File: src/shared/vsltx_pkg.sv
// Purpose: shared constants and types for the serial video link transmitter
// Assumes: one pixel clock domain
// Notes:   widths, patterns and state encodings
package vsltx_pkg;
    localparam int          CHAN_W      = 10;
    localparam int          DATA_W      = 32;
    localparam int          SYNC_W      = 3;
    localparam int          SYM_W       = 10;
    localparam int          WORD_W      = DATA_W + SYNC_W;
    localparam int          SER_MAX     = 40;
    localparam int          SER_24      = 30;
    localparam int          SER_32      = 40;
    localparam int          CNT_W       = 6;
    localparam int          MIN_KHZ_32  = 7500;
    localparam int          MAX_KHZ_32  = 75000;
    localparam int          MIN_MBPS    = 600;
    localparam int          MAX_MBPS    = 3000;
    localparam logic [9:0]  K28_5_RD_N  = 10'h0_0FA;
    localparam logic [39:0] TRAIN_WORD  = 40'h55_5555_5555;
    localparam logic [15:0] PRBS_SEED   = 16'hACE1;
    localparam logic [15:0] SCR_SEED    = 16'hFFFF;

    typedef enum logic [1:0] {
        VSLTX_ST_OFF   = 2'b00,
        VSLTX_ST_TRAIN = 2'b01,
        VSLTX_ST_RUN   = 2'b11,
        VSLTX_ST_BET   = 2'b10
    } vsltx_state_e;

    typedef struct packed {
        logic [CHAN_W-1:0] red;
        logic [CHAN_W-1:0] green;
        logic [CHAN_W-1:0] blue;
        logic [1:0]        aux;
        logic              hsync;
        logic              vsync;
        logic              de;
    } vsltx_pixel_s;

    typedef struct packed {
        logic power_ok;
        logic emphasis;
        logic drive_normal;
        logic width24;
        logic low_freq;
    } vsltx_link_cfg_s;
endpackage
File: src/core/vsltx_core.sv
// Purpose: pixel capture, framing and serialization for one serial video lane
// Assumes: all straps static, sys_rst synchronous active high
// Notes:   analog stage only sees the config struct
`timescale 1ns/1ps
module vsltx_core
    import vsltx_pkg::*;
#(
    parameter int SER_WORD_W = SER_MAX
) (
    // clock and reset
    input  wire logic            clock,
    input  wire logic            sys_rst,
    // pixel inputs
    input  wire logic [9:0]      red_channel_in,
    input  wire logic [9:0]      green_channel_in,
    input  wire logic [9:0]      blue_channel_in,
    input  wire logic [1:0]      user_aux_bits,
    input  wire logic            hsync_in,
    input  wire logic            vsync_in,
    input  wire logic            de_in,
    // straps
    input  wire logic            power_down_n,
    input  wire logic            emphasis_sel,
    input  wire logic            drive_level_sel,
    input  wire logic            width_sel,
    input  wire logic            low_freq_sel,
    input  wire logic            de_invert_n,
    input  wire logic            latch_edge_sel,
    input  wire logic            bit_error_test_en,
    input  wire logic            factory_test_a,
    input  wire logic            factory_test_b,
    // receiver status
    input  wire logic            hot_plug_n,
    input  wire logic            rx_lock_n,
    // serial side
    output logic                 serial_lane_out,
    output logic [SER_MAX-1:0]   ser_word_out,
    output logic                 ser_word_load,
    output vsltx_link_cfg_s      link_cfg_out,
    output logic                 link_active,
    output logic                 training_active
);
    ////////////////////////////////////////////////////////////////////////
    vsltx_pixel_s           pix_now;
    vsltx_pixel_s           pix_fall_reg;
    vsltx_pixel_s           pix_reg;
    vsltx_state_e           state_reg;
    vsltx_state_e           state_next;
    logic [SER_MAX-1:0]     shift_reg;
    logic [CNT_W-1:0]       bit_cnt_reg;
    logic [CNT_W-1:0]       word_len;
    logic [15:0]            prbs_reg;
    logic [15:0]            scr_reg;
    logic                   rd_reg;
    logic [SER_MAX-1:0]     word_next;
    logic [SYM_W-1:0]       bet_sym;
    logic                   word_end;
    logic                   run_ok;

    assign run_ok   = power_down_n && !factory_test_a && !factory_test_b;
    assign word_len = width_sel ? CNT_W'(SER_24) : CNT_W'(SER_32);
    assign word_end = (bit_cnt_reg == word_len - CNT_W'(1));

    ////////////////////////////////////////////////////////////////////////
    // pixel capture
    always_comb begin
        pix_now.red   = red_channel_in;
        pix_now.green = green_channel_in;
        pix_now.blue  = blue_channel_in;
        pix_now.aux   = width_sel ? 2'h0 : user_aux_bits;
        pix_now.hsync = hsync_in;
        pix_now.vsync = vsync_in;
        pix_now.de    = de_invert_n ? de_in : !de_in;
    end

    always_ff @(negedge clock) begin
        pix_fall_reg <= pix_now;
    end

    always_ff @(posedge clock) begin
        if (sys_rst || !run_ok) begin
            pix_reg <= '0;
        end else begin
            pix_reg <= latch_edge_sel ? pix_now : pix_fall_reg;
        end
    end

    ////////////////////////////////////////////////////////////////////////
    // link state
    always_comb begin
        state_next = state_reg;
        case (state_reg)
            VSLTX_ST_OFF: begin
                if (bit_error_test_en) begin
                    state_next = VSLTX_ST_BET;
                end else if (!hot_plug_n) begin
                    state_next = VSLTX_ST_TRAIN;
                end
            end
            VSLTX_ST_TRAIN: begin
                if (hot_plug_n) begin
                    state_next = VSLTX_ST_OFF;
                end else if (!rx_lock_n) begin
                    state_next = VSLTX_ST_RUN;
                end
            end
            VSLTX_ST_RUN: begin
                if (hot_plug_n) begin
                    state_next = VSLTX_ST_OFF;
                end else if (rx_lock_n) begin
                    state_next = VSLTX_ST_TRAIN;
                end
            end
            VSLTX_ST_BET: begin
                if (!bit_error_test_en) begin
                    state_next = VSLTX_ST_OFF;
                end
            end
            default: state_next = VSLTX_ST_OFF;
        endcase
        if (bit_error_test_en) begin
            state_next = VSLTX_ST_BET;
        end
    end

    always_ff @(posedge clock) begin
        if (sys_rst || !run_ok) begin
            state_reg <= VSLTX_ST_OFF;
        end else begin
            state_reg <= state_next;
        end
    end

    ////////////////////////////////////////////////////////////////////////
    // test pattern: prbs byte, simplified 8b/10b with running disparity, scramble
    always_ff @(posedge clock) begin
        if (sys_rst || !run_ok) begin
            prbs_reg <= PRBS_SEED;
            scr_reg  <= SCR_SEED;
            rd_reg   <= 1'b0;
        end else if (state_reg == VSLTX_ST_BET) begin
            prbs_reg <= {prbs_reg[14:0], prbs_reg[15] ^ prbs_reg[13]
                         ^ prbs_reg[12] ^ prbs_reg[10]};
            scr_reg  <= {scr_reg[14:0], scr_reg[15] ^ scr_reg[4]};
            rd_reg   <= !rd_reg;
        end
    end

    always_comb begin
        bet_sym = {prbs_reg[7:5] ^ {3{rd_reg}}, 1'b0, prbs_reg[4:0], 1'b1};
        bet_sym = bet_sym ^ scr_reg[9:0];
    end

    ////////////////////////////////////////////////////////////////////////
    // word framing
    always_comb begin
        word_next = '0;
        case (state_reg)
            VSLTX_ST_TRAIN: word_next = TRAIN_WORD;
            VSLTX_ST_BET:   word_next = {4{bet_sym}};
            VSLTX_ST_RUN: begin
                if (pix_reg.de) begin
                    word_next = {2'h0, pix_reg.aux, pix_reg.red, pix_reg.green,
                                 pix_reg.blue, 1'b1, 5'h00};
                end else begin
                    word_next = {K28_5_RD_N, 24'h00_0000,
                                 1'b0, pix_reg.hsync, pix_reg.vsync,
                                 pix_reg.de, 2'h0};
                end
            end
            default: word_next = '0;
        endcase
    end

    ////////////////////////////////////////////////////////////////////////
    // serializer timed only by the pixel clock
    always_ff @(posedge clock) begin
        if (sys_rst || !run_ok) begin
            bit_cnt_reg <= '0;
            shift_reg   <= '0;
            ser_word_out <= '0;
            ser_word_load <= 1'b0;
        end else begin
            ser_word_load <= word_end;
            if (word_end) begin
                bit_cnt_reg  <= '0;
                shift_reg    <= word_next;
                ser_word_out <= word_next;
            end else begin
                bit_cnt_reg <= bit_cnt_reg + CNT_W'(1);
                shift_reg   <= {shift_reg[SER_MAX-2:0], 1'b0};
            end
        end
    end

    always_ff @(posedge clock) begin
        if (sys_rst || !run_ok) begin
            serial_lane_out <= 1'b1;
        end else begin
            serial_lane_out <= shift_reg[SER_MAX-1];
        end
    end

    ////////////////////////////////////////////////////////////////////////
    // analog configuration
    always_ff @(posedge clock) begin
        if (sys_rst) begin
            link_cfg_out    <= '0;
            link_active     <= 1'b0;
            training_active <= 1'b0;
        end else begin
            link_cfg_out.power_ok     <= run_ok;
            link_cfg_out.emphasis     <= emphasis_sel && run_ok;
            link_cfg_out.drive_normal <= drive_level_sel;
            link_cfg_out.width24      <= width_sel;
            link_cfg_out.low_freq     <= low_freq_sel;
            link_active     <= (state_next != VSLTX_ST_OFF) && run_ok;
            training_active <= (state_next == VSLTX_ST_TRAIN) && run_ok;
        end
    end

    ////////////////////////////////////////////////////////////////////////
    // checks
    property p_pd_idle;
        @(posedge clock) disable iff (sys_rst)
        !power_down_n |=> serial_lane_out && !link_active;
    endproperty
    a_pd_idle: assert property (p_pd_idle) else $error("power-down not idle");

    property p_lock_run;
        @(posedge clock) disable iff (sys_rst)
        (state_reg == VSLTX_ST_TRAIN) && run_ok && !bit_error_test_en && !hot_plug_n
            && !rx_lock_n |=> state_reg == VSLTX_ST_RUN;
    endproperty
    a_lock_run: assert property (p_lock_run) else $error("lock ignored");

    property p_hp_train;
        @(posedge clock) disable iff (sys_rst)
        (state_reg == VSLTX_ST_OFF) && run_ok && !bit_error_test_en && !hot_plug_n
            |=> training_active ##0 state_reg == VSLTX_ST_TRAIN;
    endproperty
    a_hp_train: assert property (p_hp_train) else $error("no training");

    property p_relock;
        @(posedge clock) disable iff (sys_rst)
        (state_reg == VSLTX_ST_RUN) && run_ok && !bit_error_test_en && !hot_plug_n
            && rx_lock_n |=> state_reg == VSLTX_ST_TRAIN;
    endproperty
    a_relock: assert property (p_relock) else $error("no fallback");

    property p_bet;
        @(posedge clock) disable iff (sys_rst)
        run_ok && bit_error_test_en |=> state_reg == VSLTX_ST_BET;
    endproperty
    a_bet: assert property (p_bet) else $error("test mode missed");

    property p_aux24;
        @(posedge clock) disable iff (sys_rst)
        width_sel && $past(width_sel) |=> pix_reg.aux == 2'h0;
    endproperty
    a_aux24: assert property (p_aux24) else $error("aux leaked in 24-bit");

    property p_de_inv;
        @(posedge clock) disable iff (sys_rst)
        run_ok && latch_edge_sel
            |=> pix_reg.de == ($past(de_invert_n) ? $past(de_in) : !$past(de_in));
    endproperty
    a_de_inv: assert property (p_de_inv) else $error("enable polarity wrong");

    property p_frame;
        @(posedge clock) disable iff (sys_rst)
        ser_word_load |-> ##1 !ser_word_load [*8];
    endproperty
    a_frame: assert property (p_frame) else $error("word load spacing");

    property p_cfg;
        @(posedge clock) disable iff (sys_rst)
        run_ok |=> link_cfg_out.emphasis == $past(emphasis_sel)
            && link_cfg_out.drive_normal == $past(drive_level_sel)
            && link_cfg_out.width24 == $past(width_sel)
            && link_cfg_out.low_freq == $past(low_freq_sel);
    endproperty
    a_cfg: assert property (p_cfg) else $error("config not forwarded");
endmodule

File: config.mk
export PLATFORM = sky130hd
export DESIGN_NAME = vsltx_core
export DESIGN_NICKNAME = d
export VERILOG_FILES = /design/src/shared/vsltx_pkg.sv /design/src/core/vsltx_core.sv
export SDC_FILE = /design/constraint.sdc
export NUM_CORES = 1
export LEC_CHECK = 0
export ABC_AREA = 1
export BUFFER_PORTS_ARGS = -buffer_cell sky130_fd_sc_hd__clkbuf_2
export CAP_MARGIN = 20
export CORE_UTILIZATION = 25
export DETAILED_ROUTE_END_ITERATION = 10
export GPL_ROUTABILITY_DRIVEN = 0
export PLACE_DENSITY = 0.48
export RECOVER_POWER = 25
export SYNTH_ARGS = -nofsm -noshare
export SYNTH_HDL_FRONTEND = slang
export SYNTH_SLANG_ARGS = --single-unit
File: constraint.sdc
create_clock -name clock -period 1.7 [get_ports clock]
set_input_delay 0.085 -clock clock [delete_from_list [all_inputs] [get_ports clock]]
set_output_delay 0.085 -clock clock [all_outputs]
set_load 0.005 [all_outputs]
Yosys cells after proc, flatten, opt, wreduce, memory -nomap -nowiden. Index checks and enable logic that the tools add are counted.

Flip-flop bits (word level): 200. Bits of input ports: 49. Output and inout bits: 49. Word-level logic and storage cells: 74.

Add/sub/neg operators: 2. Eq/ne operators: 5. Mux-type cells: 14. Bitwise logic cells: 7. Reductions and logical operators: 15.

Operators by type and width (number): $pmux 40 s3 (1); $mux 40 (1); $mux 38 (1); $mux 35 (1); $mux 2 (7); $xor 10x10->10 (1); $pmux 2 s4 (1); $add 6x1->6 const B (1); $eq 6x6->1 (1); $mux 6 (1); $sub 6x1->6 const B (1); $logic_and 1x1->1 (5); $logic_not 1->1 (5); $eq 2x1->1 const B (2); $eq 2x2->1 const B (2); $reduce_or 2->1 (2); $xor 1x1->1 (4); $xor 3x3->3 (1); $logic_not 2->1 (1); $reduce_bool 2->1 (1); $logic_or 1x1->1 (1); $mux 1 (1); $not 1->1 (1).

Logic depth before layout (Yosys ltp). Gate-level depths: netlist (run 1).

Depth after elaboration: 6. Gate-level depth with buffers: 10. Depth with buffers taken out: 9.

==> reports/metrics.yaml, run 1 <==
global_routing:
  use_met3: 0.0212
  grt_overflow_total: 0
  use_met1: 0.195
  grtUsageMet2: 0.193
  grt_busiest_layer: "met1"
  grt_pass1_vias: 5243
  grt_pass1_wl_um: 28700
  grt_usage: 0.134
  grt_start_max_net_pins: 54
  grt_antenna_before_repair: 0
critical_path:
  endpoint_kind: "flop"
  required_ns: 2.08
  worstSetupStartpointType: "input pin"
  crit_fanout: 53
  crit_type: "input pin to flop"
  cp.arrival_ns: 2.00
pwr:
  cellPowerDensity_nw_per_um2: 1090
  leakagePower_nw: 4.49
  ir_worst_vdd_mv: 0.563
layout:
  postLayoutCoreUtil: 0.339
  area.growth.synth_to_final_pct: 32.1
  seq_area_um2: 4000
  fillers: 2784
  num-nets-final: 1050
  n_antenna_cell: 0
  multi_input_area_um2: 2390
  drive_gt1_frac: 0.164
  final_cell_mix: "339 x nand2_1, 200 x dfxtp_1, 75 x clkbuf_2"
  final_common_cell: "nand2_1"
  stdcell_area_um2: 8880
routing:
  drc: 2
  wl_per_cell_um: 13.2
  drtPass1Iterations: 7
  antenna_left: 0
  avgViaCountPerCell: 4.10
  num_vias: 5532
  routed_wirelength_um: 17800
  drt_iter0_drc: 328
floorplan:
  io_pins: 98
  die-width_um: 166
  die_height_um: 166
  core_um2: 26200
  start_util: 0.256
  rows: 59
  die_area_um2: 27500
timing:
  slew_viol_final: 0
  period_needed_ns: 1.62
  final_hold_viol_count: 0
  finalSetupViolCount: 0
  worst_slew_pin_slew_ns: 0.466
  rsz0062_at_grt: "yes"
  fin_crit_sh: 0.952
  max_slew_margin: 0.689
  final.setup_skew_ns: 0.0306
  fmax_mhz: 618
clock_network:
  cts-buffers-inserted: 17
  cts-htree-levels: 4
  clockBufferDepth: 2
  worstSkewPairLatency_ns: 0.46
  clockRootBuffer: "clkbuf_16"
  cts_tree: "yes"
  path_clk_slew_ns: 0.08
  clock_sinks: 200
synth:
  synth_area_um2: 6720
  syn_inst: 820
  yosysWarnings: 0
  synth.avg_cell_area_um2: 8.20
  syn_nets: 870
  yosysSeqAreaShare: 0.596
  ys_seq_elements: 200
  synthDistinctLibCells: 28
flow_run:
  drv_cap: 0
placement:
  port_buffers: 97
  dp_hpwl_um: 12300
  place_area_um2: 7670
status:
  violations: "DRC"
  outcome: "complete, but fails checks"
min_path:
  hold_class: "input pin to flop"
[repair_timing]
item,CTS,global route
gates resized for setup,0,2
buffers inserted,0,4
endpoints found under the setup margin,0,28
hold endpoints to repair,39,0
hold buffers,43,0
[per-layer routing]
metal | vias up | wire length (um)
li1 | 2914 | -
met3 | 21 | 614
met4 | 0 | 362
met1 | 2496 | 9460
met5 | - | 0
met2 | 101 | 7380
[per-stage QoR]
step	hold slack [ns]	power (mW)	TNS [ns]	cells	setup slack, ns
6_report	0.0288	9.71	0	1348	0.0817
5_1_grt	0.0612	10.1	-0.0256	1348	-0.0256
4_1_cts	0.0130	9.82	0	1344	0.0623
3_5_place_dp	0.284	5.27	0	1235	0.0974
3_3_place_gp	0.281	5.27	0	1235	0.113
2_1_floorplan	0.156	5.14	0	820	0.244
[power by group]
group	internal, mW	leakage, nW	total [mW]	switching (mW)
clock network	2.44	0.491	4.59	2.15
logic	0.165	2.37	0.342	0.177
registers	4.76	1.63	4.77	0.0178
total	7.36	4.49	9.71	2.35
[path summary, 6_finish.rpt]
kind                      startpoint                       to  slack (ns)  cells past startpoint
min reg2reg  shift_reg[2]$_SDFF_PP0_  shift_reg[3]$_SDFF_PP0_        0.42                      2
max                          sys_rst  state_reg[0]$_SDFF_PP0_        0.08                      7
min                            de_in    pix_reg[0]$_SDFF_PP0_        0.03                      4
max reg2reg  state_reg[1]$_SDFF_PP0_  state_reg[0]$_SDFF_PP0_        0.14                      5
[cell type report]
type / count / share of cell area
clock buffer: 19 / 0.0516
clock inverter: 48 / 0.0330
inverter: 41 / 0.0176
multi-input combinational: 542 / 0.269
sequential: 200 / 0.451
tap: 335 / 0.0472
timing repair buffer: 163 / 0.131
[cell usage after synthesis]
cell	instances	area (um2)
nor2_4	2	22.5
buf_6	1	11.3
clkinv_1	2	7.51
nand2_4	2	22.5
xnor2_1	4	35.0
xor2_1	5	43.8
buf_2	16	80.1
o211ai_1	3	22.5
inv_2	1	3.75
dfxtp_1	200	4000
nor2_1	31	116
buf_4	1	7.51
o21ai_0	31	155
nor2_2	1	6.26
or2_2	5	31.3
buf_1	3	11.3
ha_1	1	12.5
inv_1	38	143
buf_8	1	15.0
nand2_2	20	125
nand3_2	1	10.0
nand3_1	35	175
nand4_1	5	31.3
a21oi_1	55	275
nor2_8	1	20.0
nand2_1	340	1280
clkinv_2	1	5.00
clkbuf_1	14	52.6
[worst max-delay path, stage by stage]
cell,delay [ns]
dlygate4sd3_1,0.54
clkbuf_2,0.13
nor2_1,0.11
nand2_2,0.15
buf_12,0.22
nor2_2,0.15
dlygate4sd3_1,0.57
[logic make-up after synthesis]
group                    after synthesis  share of synthesized area
AND/OR/NAND/NOR                      443                      0.273
flip-flops                           200                      0.596
AO/OA/AOI/OAI                         89                     0.0674
buffers and inverters                 78                     0.0501
XOR/XNOR                               9                     0.0117
adder cells (fa/ha/maj)                1                    0.00186
(Power assumes the default switching activity.)
==> run 2, diff against run 1 <==
Settings changed: ABC_AREA 1 to default.
==> run 2 against run 1 <==
The flow still finishes with violations (DRC); routed wire length fell by 7.6%; core utilization is 0.37 points lower; register-to-register slack got worse by 0.06 ns; sequential power barely moved; via count fell by 13%; hold slack worse by 0.011 ns; largest cell class unchanged.
==> reports/metrics.yaml, run 2 <==
synth:
  synthDistinctLibCells: 40
  synth_commonest_cells: "200 x dfxtp_1, 65 x a22o_1, 64 x nand2_1, 48 x nor2_1, 37 x mux2i_1"
  synthFlopType: "dfxtp_1"
  syn_inst: 603
  syn_nets: 653
  yosysWarnings: 0
  ys_top_cells_by_area: "dfxtp_1 60%, a22o_1 8.5%, mux2i_1 5.6%"
  synthArstFlopShare: 0
  yosysSeqAreaShare: 0.601
  synth_top_area_share: 0.601
  synth_area_um2: 6660
  yosys.area.top_type: "dfxtp_1"
  yosysMostFrequentCell: "dfxtp_1"
  synth_edf_count: 0
  synth.avg_cell_area_um2: 11.1
  ys_seq_elements: 200
critical_path:
  cp.arrival_ns: 1.95
  required_ns: 2.03
  r2r.worst_path.cells: 7
  crit_fanout: 11
  worstSetupStartpointType: "flop"
  crit_type: "flop to flop"
  endpoint_kind: "flop"
timing:
  max_slew_margin: 0.535
  worst_slew_pin_slew_ns: 0.691
  whs_ns: 0.0176
  final_hold_viol_count: 0
  finalSetupViolCount: 0
  finalWorstSetupSlack_ns: 0.0820
  fin_crit_sh: 0.952
  period_needed_ns: 1.62
  fmax_mhz: 618
  rsz0062_at_grt: "no"
  final.setup_skew_ns: 0.0306
  slew_viol_final: 0
routing:
  antenna_left: 0
  drtPass1Iterations: 7
  drt_iter0_drc: 312
  num_vias: 4791
  avgViaCountPerCell: 4.21
  drc: 8
  routed_wirelength_um: 16500
  wl_per_cell_um: 14.5
min_path:
  whs_path_depth: 4
  hold_class: "input pin to flop"
floorplan:
  die_area_um2: 27300
  rows: 59
  start_util: 0.255
  core_um2: 26100
  die_height_um: 165
  die-width_um: 165
  io_pins: 98
layout:
  drive_gt1_frac: 0.173
  n_antenna_cell: 0
  seq_area_um2: 4010
  stdcell_area_um2: 8750
  num-nets-final: 839
  final_common_cell: "dfxtp_1"
  final_cell_mix: "196 x dfxtp_1, 65 x a22o_1, 64 x nand2_1"
  fillers: 2714
  multi_input_area_um2: 2410
  area.growth.synth_to_final_pct: 31.4
global_routing:
  grt_start_max_net_pins: 45
  grt_antenna_before_repair: 0
  grt_usage: 0.124
  grt_pass1_vias: 4493
  grt_overflow_total: 0
  grt_pass1_wl_um: 25200
pwr:
  leakagePower_nw: 3.92
  cellPowerDensity_nw_per_um2: 1070
  ir_worst_vdd_mv: 0.542
placement:
  place_area_um2: 7700
  port_buffers: 97
  pre_cts_ws_ns: -0.00974
  dp_hpwl_um: 11400
clock_network:
  cts-htree-levels: 4
  clockRootBuffer: "clkbuf_16"
  cts-buffers-inserted: 17
  clockBufferDepth: 2
  cts_tree: "yes"
  clock_sinks: 200
  path_clk_slew_ns: 0.08
  worstSkewPairLatency_ns: 0.46
status:
  outcome: "complete, but fails checks"
  violations: "DRC"
flow_run:
  drv_cap: 0
-- run 2: layout make-up --
class / count / area share
clock buffers: 17 / 0.0486
clock inverters: 50 / 0.0313
inverters: 4 / 0.00172
multi-input cells: 356 / 0.275
flip-flops and latches: 200 / 0.458
well taps: 335 / 0.0479
repair buffers: 175 / 0.137
-- run 2: metal layers --
metal  wire length (um)  vias up  global-route usage
met4                250        0              0.0455
met1               9040     2212               0.187
li1                   -     2474                   -
met5                  0        -                   0
met2               6570       88               0.169
met3                600       17              0.0262
-- run 2: per-stage QoR --
stage | power (mW) | cells | setup TNS [ns] | utilization
floorplan | 5.16 | 603 | 0 | -
global placement | 5.30 | 1031 | -0.0209 | 0.295
detailed placement | 5.30 | 1031 | -0.0174 | 0.295
CTS | 9.45 | 1137 | 0 | 0.337
global route | 9.72 | 1137 | 0 | 0.335
finish | 9.33 | 1137 | 0 | 0.335
-- run 2: power breakdown --
part | internal (mW) | switching [mW] | total [mW] | leakage [nW]
Combinational | 0.193 | 0.164 | 0.356 | 1.83
Sequential | 4.76 | 0.0245 | 4.78 | 1.63
Clock | 2.05 | 2.14 | 4.19 | 0.462
Total | 7.00 | 2.33 | 9.33 | 3.92
-- run 2: path summary, 6_finish.rpt --
check / from / endpoint / slack, ns
max reg2reg: bit_cnt_reg[4]$_SDFF_PP0_ / shift_reg[32]$_SDFF_PP0_ / 0.08
max: bit_cnt_reg[4]$_SDFF_PP0_ / shift_reg[32]$_SDFF_PP0_ / 0.08
min: rx_lock_n / state_reg[1]$_SDFF_PP0_ / 0.02
min reg2reg: shift_reg[39]$_SDFF_PP0_ / serial_lane_out$_SDFF_PP1_ / 0.42
-- run 2: timing repair --
item	in CTS	in global routing
setup endpoints to repair	8	70
endpoints found under the hold margin	39	0
gates resized for setup	2	6
hold buffers	40	0
pin swaps	0	1
buffers inserted	0	1
-- run 2: logic make-up after synthesis --
| family | share of synthesized area |
|---|---|
| flip-flops | 0.601 |
| AND/OR/NAND/NOR | 0.118 |
| AO/OA/AOI/OAI | 0.160 |
| buffers and inverters | 0.0398 |
| multiplexers | 0.0556 |
| XOR/XNOR | 0.0244 |
| adder cells (fa/ha/maj) | 0.00188 |
-- run 2: worst max-delay path: stages (launching register included) --
cell	delay [ns]
dfxtp_1	0.34
nand2b_4	0.15
nor4_4	0.22
buf_4	0.20
nor3_4	0.06
buf_12	0.15
buf_4	0.16
a22o_1	0.23
